[src/core/tes_pkg.sv]
package tes_pkg;

    // timing
    localparam int CLK_FREQ_MHZ = 50;
    localparam int WR_TIME_US = 5000;
    // longest time: an exact whole number of cycles
    localparam int WR_CYCLES = WR_TIME_US * CLK_FREQ_MHZ;
    localparam int WCNT_W = 24;

    // array and page geometry
    localparam int ADDR_MAX_W = 11;
    localparam int PAGE_MAX = 16;
    localparam int PAGE_IDX_W = 4;
    localparam int PAGE_BYTES_2K = 8;
    localparam int PAGE_BYTES_BIG = 16;
    localparam int SEL_PINS = 3;

    // device address word layout
    localparam logic [3:0] DEV_TYPE_CODE = 4'hA;
    localparam int DEV_TYPE_POS = 4;
    localparam int DEV_SEL_POS = 1;
    localparam int DEV_RW_POS = 0;
    localparam logic [3:0] BITS_PER_WORD = 4'h8;
    localparam logic [7:0] ERASED_BYTE = 8'hFF;

    typedef enum logic [3:0] {
        TES_IDLE,
        TES_DEV,
        TES_WADDR,
        TES_WDATA,
        TES_ACK,
        TES_RDATA,
        TES_RACK,
        TES_WRITE
    } tes_state_t;

    typedef struct packed {
        tes_state_t st;
        tes_state_t nxt;
        logic [7:0] sr;
        logic [3:0] cnt;
        logic [2:0] pg;
        logic [ADDR_MAX_W-1:0] addr;
        logic [7:0] tx;
        logic oe;
        logic acked;
        logic [PAGE_MAX*8-1:0] pbuf;
        logic [PAGE_MAX-1:0] pmask;
        logic [WCNT_W-1:0] wcnt;
        logic [PAGE_IDX_W:0] widx;
        logic stby;
        logic busy;
    } tes_core_t;

    localparam tes_core_t CORE_RST = '{st: TES_IDLE, nxt: TES_IDLE, stby: 1'b1, default: '0};

    // sampled pins: {sel[2:0], wp, sda, scl}
    typedef struct packed {
        logic [5:0] s1;
        logic [5:0] s2;
        logic scl_p;
        logic sda_p;
    } tes_sync_t;

    localparam tes_sync_t SYNC_RST = '{s1: 6'h03, s2: 6'h03, scl_p: 1'b1, sda_p: 1'b1};

endpackage

[src/core/tes_line_if.sv]
`timescale 1ns/100ps
interface tes_line_if;
    logic scl;
    logic sda;
    logic wp;
    logic [2:0] sel;
    logic scl_rise;
    logic scl_fall;
    logic start;
    logic stop;

    modport src (
        output scl, sda, wp, sel, scl_rise, scl_fall, start, stop
    );
    modport dst (
        input scl, sda, wp, sel, scl_rise, scl_fall, start, stop
    );
endinterface

[src/core/tes_line_sync.sv]
`timescale 1ns/100ps
module tes_line_sync (
    // system
    input wire logic clk_sys,
    input wire logic srst,
    // raw pins
    input wire logic scl_i,
    input wire logic sda_i,
    input wire logic wp_i,
    input wire logic [2:0] sel_i,
    // conditioned bus events
    tes_line_if.src line
);
    import tes_pkg::*;

    tes_sync_t s_q;
    tes_sync_t s_d;

    always_comb begin
        s_d = s_q;
        s_d.s1 = {sel_i, wp_i, sda_i, scl_i};
        s_d.s2 = s_q.s1;
        s_d.scl_p = s_q.s2[0];
        s_d.sda_p = s_q.s2[1];
    end

    always_ff @(posedge clk_sys) begin
        if (srst) begin
            s_q <= SYNC_RST;
        end else begin
            s_q <= s_d;
        end
    end

    assign line.scl = s_q.s2[0];
    assign line.sda = s_q.s2[1];
    assign line.wp = s_q.s2[2];
    assign line.sel = s_q.s2[5:3];
    // data is taken on the rising edge, launched after the falling one
    assign line.scl_rise = s_q.s2[0] & ~s_q.scl_p;
    assign line.scl_fall = ~s_q.s2[0] & s_q.scl_p;
    // a data edge while the clock stays high frames a command
    assign line.start = s_q.s2[0] & s_q.scl_p & s_q.sda_p & ~s_q.s2[1];
    assign line.stop = s_q.s2[0] & s_q.scl_p & ~s_q.sda_p & s_q.s2[1];
endmodule

[src/core/tes_slave.sv]
`timescale 1ns/100ps
// Operation
// - 2K: all three select pins matched
// - 4K: upper two select pins matched
// - 8K: only highest select pin matched
// - 16K: select pins ignored entirely
// - data line only pulled low or released
// - sample on rising, launch after falling
// - write protect high blocks all writes
// - write protect low allows normal access
// - 2K: 32 pages of 8, 8-bit address
// - 4K: 32 pages of 16, 9-bit address
// - 8K: 64 pages of 16, 10-bit address
// - 16K: 128 pages of 16, 11-bit address
// - data changes only while clock low
// - falling data, clock high: start
// - rising data, clock high: stop, standby
// - acknowledge each word in ninth clock
// - standby at power-up and after stop
// - page write of 8 or 16 bytes
// - partial pages commit only received bytes
// - self-timed write cycle, at most 5 ms
// - eighth address bit selects read/write
// - acknowledge on match, else standby silently
// - unused select bits are upper address
// - ignore bus during internal write
module tes_slave #(
    parameter int CAP_KBIT = 2,
    parameter int WR_CYCLES = tes_pkg::WR_CYCLES
) (
    // system
    input wire logic clk_sys,
    input wire logic srst,
    // two-wire bus
    input wire logic scl_i,
    input wire logic sda_i,
    output logic sda_o,
    output logic sda_oe,
    // straps
    input wire logic device_select_pin_0,
    input wire logic device_select_pin_1,
    input wire logic device_select_pin_2,
    input wire logic write_protect,
    // status
    output logic standby,
    output logic write_busy
);
    import tes_pkg::*;

    // capacity in kbit sets address width: 2K->8 ... 16K->11
    localparam int AW = $clog2(CAP_KBIT) + 7;
    localparam int MEM_BYTES = 1 << AW;
    localparam int PAGE_BYTES = (CAP_KBIT == 2) ? PAGE_BYTES_2K : PAGE_BYTES_BIG;
    // number of select pins that take part in matching
    localparam int NSEL = (CAP_KBIT == 2) ? 3 : (CAP_KBIT == 4) ? 2 : (CAP_KBIT == 8) ? 1 : 0;
    localparam logic [ADDR_MAX_W-1:0] ADDR_MASK = ADDR_MAX_W'((1 << AW) - 1);
    localparam logic [ADDR_MAX_W-1:0] PAGE_MASK = ADDR_MAX_W'(PAGE_BYTES - 1);
    localparam logic [PAGE_IDX_W:0] PAGE_CNT = (PAGE_IDX_W + 1)'(PAGE_BYTES);
    localparam logic [2:0] SEL_MASK = 3'((7 << (SEL_PINS - NSEL)) & 7);
    localparam logic [WCNT_W-1:0] WR_LAST = WCNT_W'(WR_CYCLES - 1);

    if (!(CAP_KBIT == 2 || CAP_KBIT == 4 || CAP_KBIT == 8 || CAP_KBIT == 16)) begin : g_bad_cap
        $error("CAP_KBIT must be 2, 4, 8 or 16");
    end
    if (WR_CYCLES < 1 || WR_CYCLES >= (1 << WCNT_W)) begin : g_bad_wr
        $error("WR_CYCLES out of range");
    end

    // wraps within the current page during writes
    function automatic logic [ADDR_MAX_W-1:0] page_inc(input logic [ADDR_MAX_W-1:0] a);
        return (a & ~PAGE_MASK) | ((a + 1'b1) & PAGE_MASK);
    endfunction

    // wraps from the last byte of the array to the first during reads
    function automatic logic [ADDR_MAX_W-1:0] lin_inc(input logic [ADDR_MAX_W-1:0] a);
        return (a + 1'b1) & ADDR_MASK;
    endfunction

    tes_line_if line ();

    tes_line_sync u_sync (
        .clk_sys(clk_sys),
        .srst(srst),
        .scl_i(scl_i),
        .sda_i(sda_i),
        .wp_i(write_protect),
        .sel_i({device_select_pin_2, device_select_pin_1, device_select_pin_0}),
        .line(line)
    );

    logic [7:0] mem [0:MEM_BYTES-1];
    tes_core_t s_q;
    tes_core_t s_d;
    logic mem_we;
    logic [ADDR_MAX_W-1:0] mem_wa;
    logic [7:0] mem_wd;
    logic load_rd;
    logic dev_match;
    logic [7:0] rd_byte;
    logic [PAGE_IDX_W-1:0] pidx;

    // no reset for the array: its contents outlive any reset, like the cells
    initial begin
        for (int i = 0; i < MEM_BYTES; i++) begin
            mem[i] = ERASED_BYTE;
        end
    end

    always_ff @(posedge clk_sys) begin
        if (mem_we) begin
            mem[mem_wa[AW-1:0]] <= mem_wd;
        end
    end

    assign rd_byte = mem[s_q.addr[AW-1:0]];
    assign pidx = PAGE_IDX_W'(s_q.addr & PAGE_MASK);
    assign dev_match = (s_q.sr[7:DEV_TYPE_POS] == DEV_TYPE_CODE)
        && (((s_q.sr[DEV_SEL_POS +: 3] ^ line.sel) & SEL_MASK) == 3'h0);

    always_comb begin
        s_d = s_q;
        mem_we = 1'b0;
        mem_wa = '0;
        mem_wd = '0;
        load_rd = 1'b0;
        if (s_q.st == TES_WRITE) begin
            // bus is not looked at until the cycle ends; polling goes unanswered
            s_d.wcnt = s_q.wcnt + 1'b1;
            if (s_q.widx != PAGE_CNT) begin
                // only bytes actually received are committed
                mem_we = s_q.pmask[s_q.widx[PAGE_IDX_W-1:0]];
                mem_wa = (s_q.addr & ~PAGE_MASK) | ADDR_MAX_W'(s_q.widx);
                mem_wd = s_q.pbuf[s_q.widx[PAGE_IDX_W-1:0] * 8 +: 8];
                s_d.widx = s_q.widx + 1'b1;
            end
            if (s_q.wcnt == WR_LAST) begin
                s_d.st = TES_IDLE;
                s_d.pmask = '0;
            end
        end else if (line.stop) begin
            s_d.oe = 1'b0;
            s_d.cnt = '0;
            if (s_q.pmask != '0 && !line.wp) begin
                s_d.st = TES_WRITE;
                s_d.wcnt = '0;
                s_d.widx = '0;
            end else begin
                // protected or read-only sequence: straight to standby
                s_d.st = TES_IDLE;
                s_d.pmask = '0;
            end
        end else if (line.start) begin
            // a start aborts any unfinished sequence and its buffered bytes
            s_d.st = TES_DEV;
            s_d.cnt = '0;
            s_d.oe = 1'b0;
            s_d.pmask = '0;
        end else begin
            unique case (s_q.st)
                TES_IDLE: begin
                end
                TES_DEV, TES_WADDR, TES_WDATA: begin
                    if (line.scl_rise) begin
                        s_d.sr = {s_q.sr[6:0], line.sda};
                        s_d.cnt = s_q.cnt + 1'b1;
                    end else if (line.scl_fall && s_q.cnt == BITS_PER_WORD) begin
                        s_d.cnt = '0;
                        s_d.st = TES_ACK;
                        s_d.oe = 1'b1;
                        if (s_q.st == TES_DEV) begin
                            s_d.pg = s_q.sr[DEV_SEL_POS +: 3];
                            s_d.nxt = s_q.sr[DEV_RW_POS] ? TES_RDATA : TES_WADDR;
                            if (!dev_match) begin
                                s_d.st = TES_IDLE;
                                s_d.oe = 1'b0;
                            end
                        end else if (s_q.st == TES_WADDR) begin
                            // select bits not used for matching sit above the byte
                            s_d.addr = {s_q.pg, s_q.sr} & ADDR_MASK;
                            s_d.nxt = TES_WDATA;
                        end else begin
                            // acked even under protection; dropped at stop
                            s_d.pbuf[pidx * 8 +: 8] = s_q.sr;
                            s_d.pmask[pidx] = 1'b1;
                            s_d.addr = page_inc(s_q.addr);
                            s_d.nxt = TES_WDATA;
                        end
                    end
                end
                TES_ACK: begin
                    if (line.scl_fall) begin
                        s_d.oe = 1'b0;
                        s_d.st = s_q.nxt;
                        load_rd = (s_q.nxt == TES_RDATA);
                    end
                end
                TES_RDATA: begin
                    if (line.scl_rise) begin
                        s_d.cnt = s_q.cnt + 1'b1;
                    end else if (line.scl_fall) begin
                        if (s_q.cnt == BITS_PER_WORD) begin
                            s_d.oe = 1'b0;
                            s_d.cnt = '0;
                            s_d.st = TES_RACK;
                        end else begin
                            s_d.tx = {s_q.tx[6:0], 1'b0};
                            s_d.oe = ~s_q.tx[6];
                        end
                    end
                end
                TES_RACK: begin
                    if (line.scl_rise) begin
                        s_d.acked = ~line.sda;
                    end else if (line.scl_fall) begin
                        if (s_q.acked) begin
                            s_d.st = TES_RDATA;
                            load_rd = 1'b1;
                        end else begin
                            // no ack: release and wait for the stop
                            s_d.st = TES_IDLE;
                        end
                    end
                end
                default: begin
                    s_d.st = TES_IDLE;
                    s_d.oe = 1'b0;
                end
            endcase
        end
        if (load_rd) begin
            // first bit goes out right after the falling edge
            s_d.tx = rd_byte;
            s_d.addr = lin_inc(s_q.addr);
            s_d.oe = ~rd_byte[7];
        end
        s_d.stby = (s_d.st == TES_IDLE);
        s_d.busy = (s_d.st == TES_WRITE);
    end

    always_ff @(posedge clk_sys) begin
        if (srst) begin
            s_q <= CORE_RST;
        end else begin
            s_q <= s_d;
        end
    end

    // open drain: the driven level is always low
    assign sda_o = 1'b0;
    assign sda_oe = s_q.oe;
    assign standby = s_q.stby;
    assign write_busy = s_q.busy;
endmodule

[config.mk]
export PLATFORM = sky130hd
export DESIGN_NAME = tes_slave
export DESIGN_NICKNAME = d
export VERILOG_FILES = /design/src/core/tes_pkg.sv /design/src/core/tes_line_if.sv /design/src/core/tes_line_sync.sv /design/src/core/tes_slave.sv
export SDC_FILE = /design/constraint.sdc
export NUM_CORES = 2
export LEC_CHECK = 0
export ABC_AREA = 1
export ABC_CLOCK_PERIOD_IN_PS = 19060
export BUFFER_PORTS_ARGS = -buffer_cell sky130_fd_sc_hd__buf_2
export CAP_MARGIN = 20
export CORE_ASPECT_RATIO = 0.9
export CORE_MARGIN = 4
export CORE_UTILIZATION = 39
export DETAILED_ROUTE_END_ITERATION = 12
export RECOVER_POWER = 25
export SETUP_SLACK_MARGIN = 0.15
export SLEW_MARGIN = 10
export SYNTH_ARGS = -nofsm -noshare
export SYNTH_HDL_FRONTEND = slang
export SYNTH_SLANG_ARGS = --single-unit
[constraint.sdc]
create_clock -name clk_sys -period 19.06 [get_ports clk_sys]
set_clock_uncertainty 0.15 [all_clocks]
set_input_delay 3.812 -clock clk_sys [delete_from_list [all_inputs] [get_ports clk_sys]]
set_output_delay 3.812 -clock clk_sys [all_outputs]
set_load 0.01 [all_outputs]
## Word level (Yosys, flattened, before mapping)

Memories as Yosys holds them, arrays and structs flattened. A register that Yosys moved wholly into a read port is not among the register bits.
Cells that the tools add are included.

| word-level totals | value |
|---|---|
| memories kept | 1 |
| bits in read-only memories | 0 |
| input bits | 8 |
| flip-flop bits (word level) | 231 |
| word-level logic and storage cells | 212 |
| memory bits (writable) | 2,048 |
| latch bits | 0 |

Memory list:

| memory | depth | bits a word | rd ports | clocked after memory_dff | write ports | RTL line | RTL |
|---|---|---|---|---|---|---|---|
| mem | 256 | 8 | 1 | 1 | 1 | tes_slave.sv:91 | `logic [7:0] mem [0:MEM_BYTES-1];` |

| operators by class | value |
|---|---|
| shifts and indexed selects | 3 |
| bitwise operators | 23 |
| equal/unequal tests | 34 |
| $add $sub $neg | 5 |
| multiplexer cells | 89 |
| order comparisons | 3 |
| reductions and logical operators | 34 |
| multiply operators | 0 |
| div/mod/pow operators | 0 |

Operators by type and width:

| kind | count |
|---|---|
| 144-bit two-way mux | 5 |
| 129-bit two-way mux | 2 |
| 146-bit two-way mux | 1 |
| 128-bit bitwise mux | 1 |
| 8-bit by 34-bit variable shift with 128-bit output, first input constant | 1 |
| 128-bit by 8-bit indexed part select with 8-bit output | 1 |
| 8-bit by 34-bit indexed part select with 128-bit output | 1 |
| 16-bit two-way mux | 6 |
| 8-bit two-way mux | 12 |
| 4-bit two-way mux | 17 |
| 29-bit two-way mux | 2 |
| 45-bit two-way mux | 1 |
| 7-bit AND reduction | 6 |
| 5-bit inequality test, second input constant | 8 |
| 6-bit negation with 34-bit output | 1 |
| 24-bit by 1-bit adder with 24-bit output, second input constant | 1 |
| 24-bit by 18-bit equality test with 1-bit output, second input constant | 1 |
| 1-bit two-way mux | 23 |
| 11-bit two-way mux | 2 |
| 4-bit by 3-bit equality test with 1-bit output, second input constant | 5 |
| 4-bit case mux with 5 select lines | 1 |
| 18-bit two-way mux | 1 |
| 3-bit two-way mux | 6 |
| 9-bit two-way mux | 2 |
| 43 further kinds | 84 |

## Longest topological paths before layout

| logic depth | value |
|---|---|
| depth after elaboration | 16 |
| gate-level depth with buffers | 17 |
| depth with buffers taken out | 15 |

## Hierarchy

From an unflattened synthesis, not the netlist that was laid out.

| unflattened totals | value |
|---|---|
| cells, all modules | 8,289 |
| area, all modules | 92,427.4 µm² |

Modules (own cells, without submodules):

| module | instances | area each (µm²) | cells each | sequential area each (µm²) |
|---|---|---|---|---|
| tes_slave | 1 | 91,975.7 | 8,237 | 65,723.0 |
| tes_line_sync | 1 | 451.7 | 52 | 280.3 |

## Worst setup path after synthesis

No wires, ideal clock.

| timing path | value |
|---|---|
| path type | register to register |
| from | register s_q[2] (netlist name) |
| to | memory mem[0][1] (data pin) |
| path buffers | 3 |
| arrival time | 8.880 ns |
| path slack | 8.299 ns |
| required time | 17.179 ns |
| setup time | 1.731 ns |
| stages on the path, launching flop included | 9 |
| cell sequence | dfxtp_1 buf_4 clkbuf_1 clkbuf_1 a21oi_1 o21ai_0 nand2_1 nand2_1 a31oi_1 |

| on the way | value |
|---|---|
| word-level cells in the longest chain between the ends | 3 |
| elaborated cells between the ends (all ways) | 4 |

Ends and longest elaborated chain:

| element | RTL line | RTL |
|---|---|---|
| start: declaration | tes_slave.sv:92 | `tes_core_t s_q;` |
| start signal: assignment | tes_slave.sv:242 | `s_q <= CORE_RST;` |
| start signal: assignment | tes_slave.sv:244 | `s_q <= s_d;` |
| 128-bit by 8-bit indexed part select with 8-bit output / 5-bit by 4-bit inequality test with 1-bit output (equally long branches) | tes_slave.sv:133, tes_slave.sv:129 |  |
| 8-bit two-way mux (*) | tes_slave.sv:129 | `if (s_q.widx != PAGE_CNT) begin` |
| 8-bit two-way mux (*) | tes_slave.sv:126 | `if (s_q.st == TES_WRITE) begin` |
| net mem_wd[1] | tes_slave.sv:96 | `logic [7:0] mem_wd;` |
| end: declaration | tes_slave.sv:91 |  |

Mark *: on every way through the listed nets, which the timed path passes. The rest lies on a longest branch.

## Worst setup path in the final report

| timing path | value |
|---|---|
| from | register s_q[2] (netlist name) |
| to | memory mem[7][7] (data pin) |

Same word-level chain as after synthesis.

==> impl_results.md <==
- Grt ovf: 0
- Most frequent cells after synthesis: nand2_1 (2309), edfxtp_1 (2048), nand3_1 (2036), nor2_1 (462), clkbuf_1 (304)
- GPL Wtd Cong: around 0.86
- Outcome: finished, violations left
- Final setup fails: 0
- Power Internal: 7.87 mW
- Period utilization: 0.528
- Core area: between 0.2 and 0.25 sq mm
- Post-cts hold buffer count: 0
- Vias in the first global route: 58900
- Global-route wire length before repair: about 380000 um
- Final Max Tran Viols: a little over 800
- Failing checks: max-capacitance violations, max-slew violations
- Dpl ws: 13120 ps
- Ports: 12
- Clk slew on worst S/H paths: 60 ps
- CTS buffer count: 222
- Post-layout instance area: between 0.1 and 0.15 sq mm
- P&R area growth vs syn: 10.7%
- Antenna viol nets, final: 0
- FF-to-FF path depth: 9
- Starting DRT DRC Count: slightly below 8000
- Cells after Synth: ~8400
- Pre-Repair DR Iteration Count: 6
- H-tree depth: 4
- WHS Endpoint: u_sync.line.wp
- Worst hold path class: flip-flop to flip-flop
- Post-Layout Cell Count: roughly 12000
- Worst-Margin Slew: between 4000 and 5000 ps
- Synth area leader: edfxtp_1
- Critical Path Fanout Max: 81
- Post-Syn Area: ~0.093 sq mm
- Register area share after synthesis: 0.711
- End-of-flow core utilization: 0.435
- Row cnt: about 170
- Die height: 471 um
- Setup bufs post-CTS: 0
- Pwr/cell area: 95.2 mW/mm^2
- DR DRC count: 0
- Data arrival, critical path: about 10000 ps
- Sequential share of power: 0.547
- Post-synth ARST share: 0
- Crit start category: flip-flop
- Port Buffers: 10
- Relative slew slack: -1.86
- CTS tree: built
- Sw frac: 0.195
- Crit path max-delay family: buffers and inverters
- Worst hold path cell count: 2
- Final hold viol count: 0
- Critical R2R Launch: s_q[2]
- Sw Pwr: about 1.9 mW
- Dpl hpwl: ~140000 um
- Warning count from the yosys run: 0
- Placed cells: about 11000
- Top cell type's share of synthesized area: 0.663
- Reg area: 0.0660 sq mm
- Critical hold path startpoint: u_sync.s_d[4]
- EDFF count, synth: just over 2000
- Sink Count: between 2000 and 2500
- Starting density of the core: 0.393
- Synth unique cells: 52
- Flops & latches, synth: between 2000 and 2500
- Final Worst Setup Slack: around 9000 ps
- Max cap viols: 14
- Clk root buf: clkbuf_16
- Die area: 0.246 sq mm
- Top_reg_cell synth: edfxtp_1
- Clock Tree Buf Depth: 3
- Worst-Skew Late Latency: between 800 and 900 ps
- CTS resizes: 0
- Crit path cell chain: inv_1 -> clkbuf_1 -> ha_1 -> nand3b_1 -> inv_1 -> nor2_1 -> clkinvlp_2 -> a31oi_1 -> clkbuf_1
- Synth Area per Inst: approximately 11 sq um
- Area contributors post-synth: edfxtp_1 (66%), nand3_1 (11%), nand2_1 (9.3%)
- Slowest CP cell: clkbuf_1
- CP max stage delay: between 2000 and 3000 ps
- Vias/cell: 5.48
- Fin Setup TNS: 0 ps
- Minimum clock period: slightly above 10000 ps
- DRT Wirelength: 256000 um
- Total power: approximately 10 mW
- Layout cells sized above 1: 0.0593
- Worst hold slack: between 200 and 250 ps
- Leak: 33.2 nW
- GRT Total Usage: 0.202
- RSZ-0062 raised after global routing: no
- WP buf/inv: 5
- Top-count cell post-synth: nand2_1
- Highest ir drop seen on vdd: between 0.1 and 0.15 mV
- CP Class: flip-flop to flip-flop
- Avg WL per Cell: around 22 um
- Critical Path RT: approximately 19000 ps
- Fillers: between 20000 and 25000
- Reg2Reg Setup Slack: 8990 ps
- Multi-input gate area: ~0.024 sq mm
- Post-DP Area: about 0.096 sq mm
- Via count: 63000
- Reg-to-reg critical path endpoint: mem[7][7]
- Logic pwr share: 0.002
- CP Capture Type: flip-flop
- Largest net degree at the start of global routing: 190
- Max Freq: 0.0993 GHz
- Nets@finish: a little over 8000
- Clock group share of total power: 0.451
- DIE WIDTH: between 500 and 600 um
- Initial antenna violation count: 9
## state kept, by name, indices dropped and copies added (netlist names), named ones only
name	cells
mem	2048
s_q	197
u_sync.s_d	6
pidx	3
u_sync.line.sel	3
u_sync.s_q	2
sda_oe	1
standby	1
u_sync.line.scl	1
u_sync.line.sda	1
u_sync.line.wp	1
write_busy	1
## placed cells by master, fill, tap and decap left out, types with 21 or more instances in the layout
| cell type | n |
|---|---|
| clkbuf_16 | 227 |
| a21oi_1 | 175 |
| edfxtp_1 | 2048 |
| bufinv_16 | 23 |
| dfxtp_1 | 218 |
| o211ai_1 | 21 |
| nand3_1 | 2035 |
| nor3_1 | 25 |
| nor2_1 | 462 |
| clkbuf_1 | 56 |
| clkinv_2 | 45 |
| buf_4 | 71 |
| inv_1 | 200 |
| clkinv_1 | 50 |
| nand2_1 | 2298 |
| o21ai_0 | 172 |
## final cells by class
cell class / count / area share
Clock buffer: 279 / 0.0578
Clock inverter: 132 / 0.0127
Inverter: 217 / 0.00819
Timing Repair Buffer: 104 / 0.00864
Tap cell: 3163 / 0.0385
Antenna cell: 3 / 0.0000731
Sequential cell: 2273 / 0.643
Multi-Input combinational cell: 5329 / 0.231
## worst reg2reg max path: cells and delay by family, from the launching register on
family          cells  cell delay [ps]
flops               1              820
buf+inv             5             5150
compound gates      1             1990
fa+ha+maj           1              610
simple gates        2              390
## logic make-up (layout without fill, tap and decap cells)
| kind of cell | Yosys count | count (layout) | synth area share |
|---|---|---|---|
| AND/OR/NAND/NOR | 4888 | 4888 | 0.228 |
| other | 1 | 5 | 0.0000404 |
| buffers and inverters | 767 | 732 | 0.0334 |
| flip-flops | 2273 | 2273 | 0.711 |
| adder cells (fa/ha/maj) | 11 | 11 | 0.00148 |
| AO/OA/AOI/OAI | 422 | 422 | 0.0253 |
| XOR/XNOR | 6 | 6 | 0.000566 |
## power by group through the flow
stage	logic (mW)	registers (mW)	clock network [mW]
3_3_place_gp	0.0205	5.46	0
4_1_cts	0.0210	5.35	4.46
2_1_floorplan	0.0148	5.46	0
5_1_grt	0.0235	5.35	4.68
3_5_place_dp	0.0209	5.46	0
6_report	0.0209	5.35	4.40
## worst max-delay path by stage
stage / start / to / slack (ps) / cells after the start
6_report: s_q[2] / mem[7][7] / 8990 / 9
5_1_grt: s_q[2] / mem[7][7] / 8250 / 9
4_1_cts: s_q[3] / mem[192][3] / 13090 / 12
2_1_floorplan: s_q[2] / mem[0][1] / 8300 / 8
3_3_place_gp: srst / s_q[21] / 13120 / 7
3_5_place_dp: s_q[3] / mem[130][3] / 13120 / 12
## per-layer routing
metal	track usage	vias up	share of wire
met4	0.0531	2	0.025
met1	0.295	30900	0.43
met5	0	-	0.000051
li1	-	28900	-
met3	0.0383	410	0.087
met2	0.310	2734	0.45
Power figures use the tool's default switching activity.
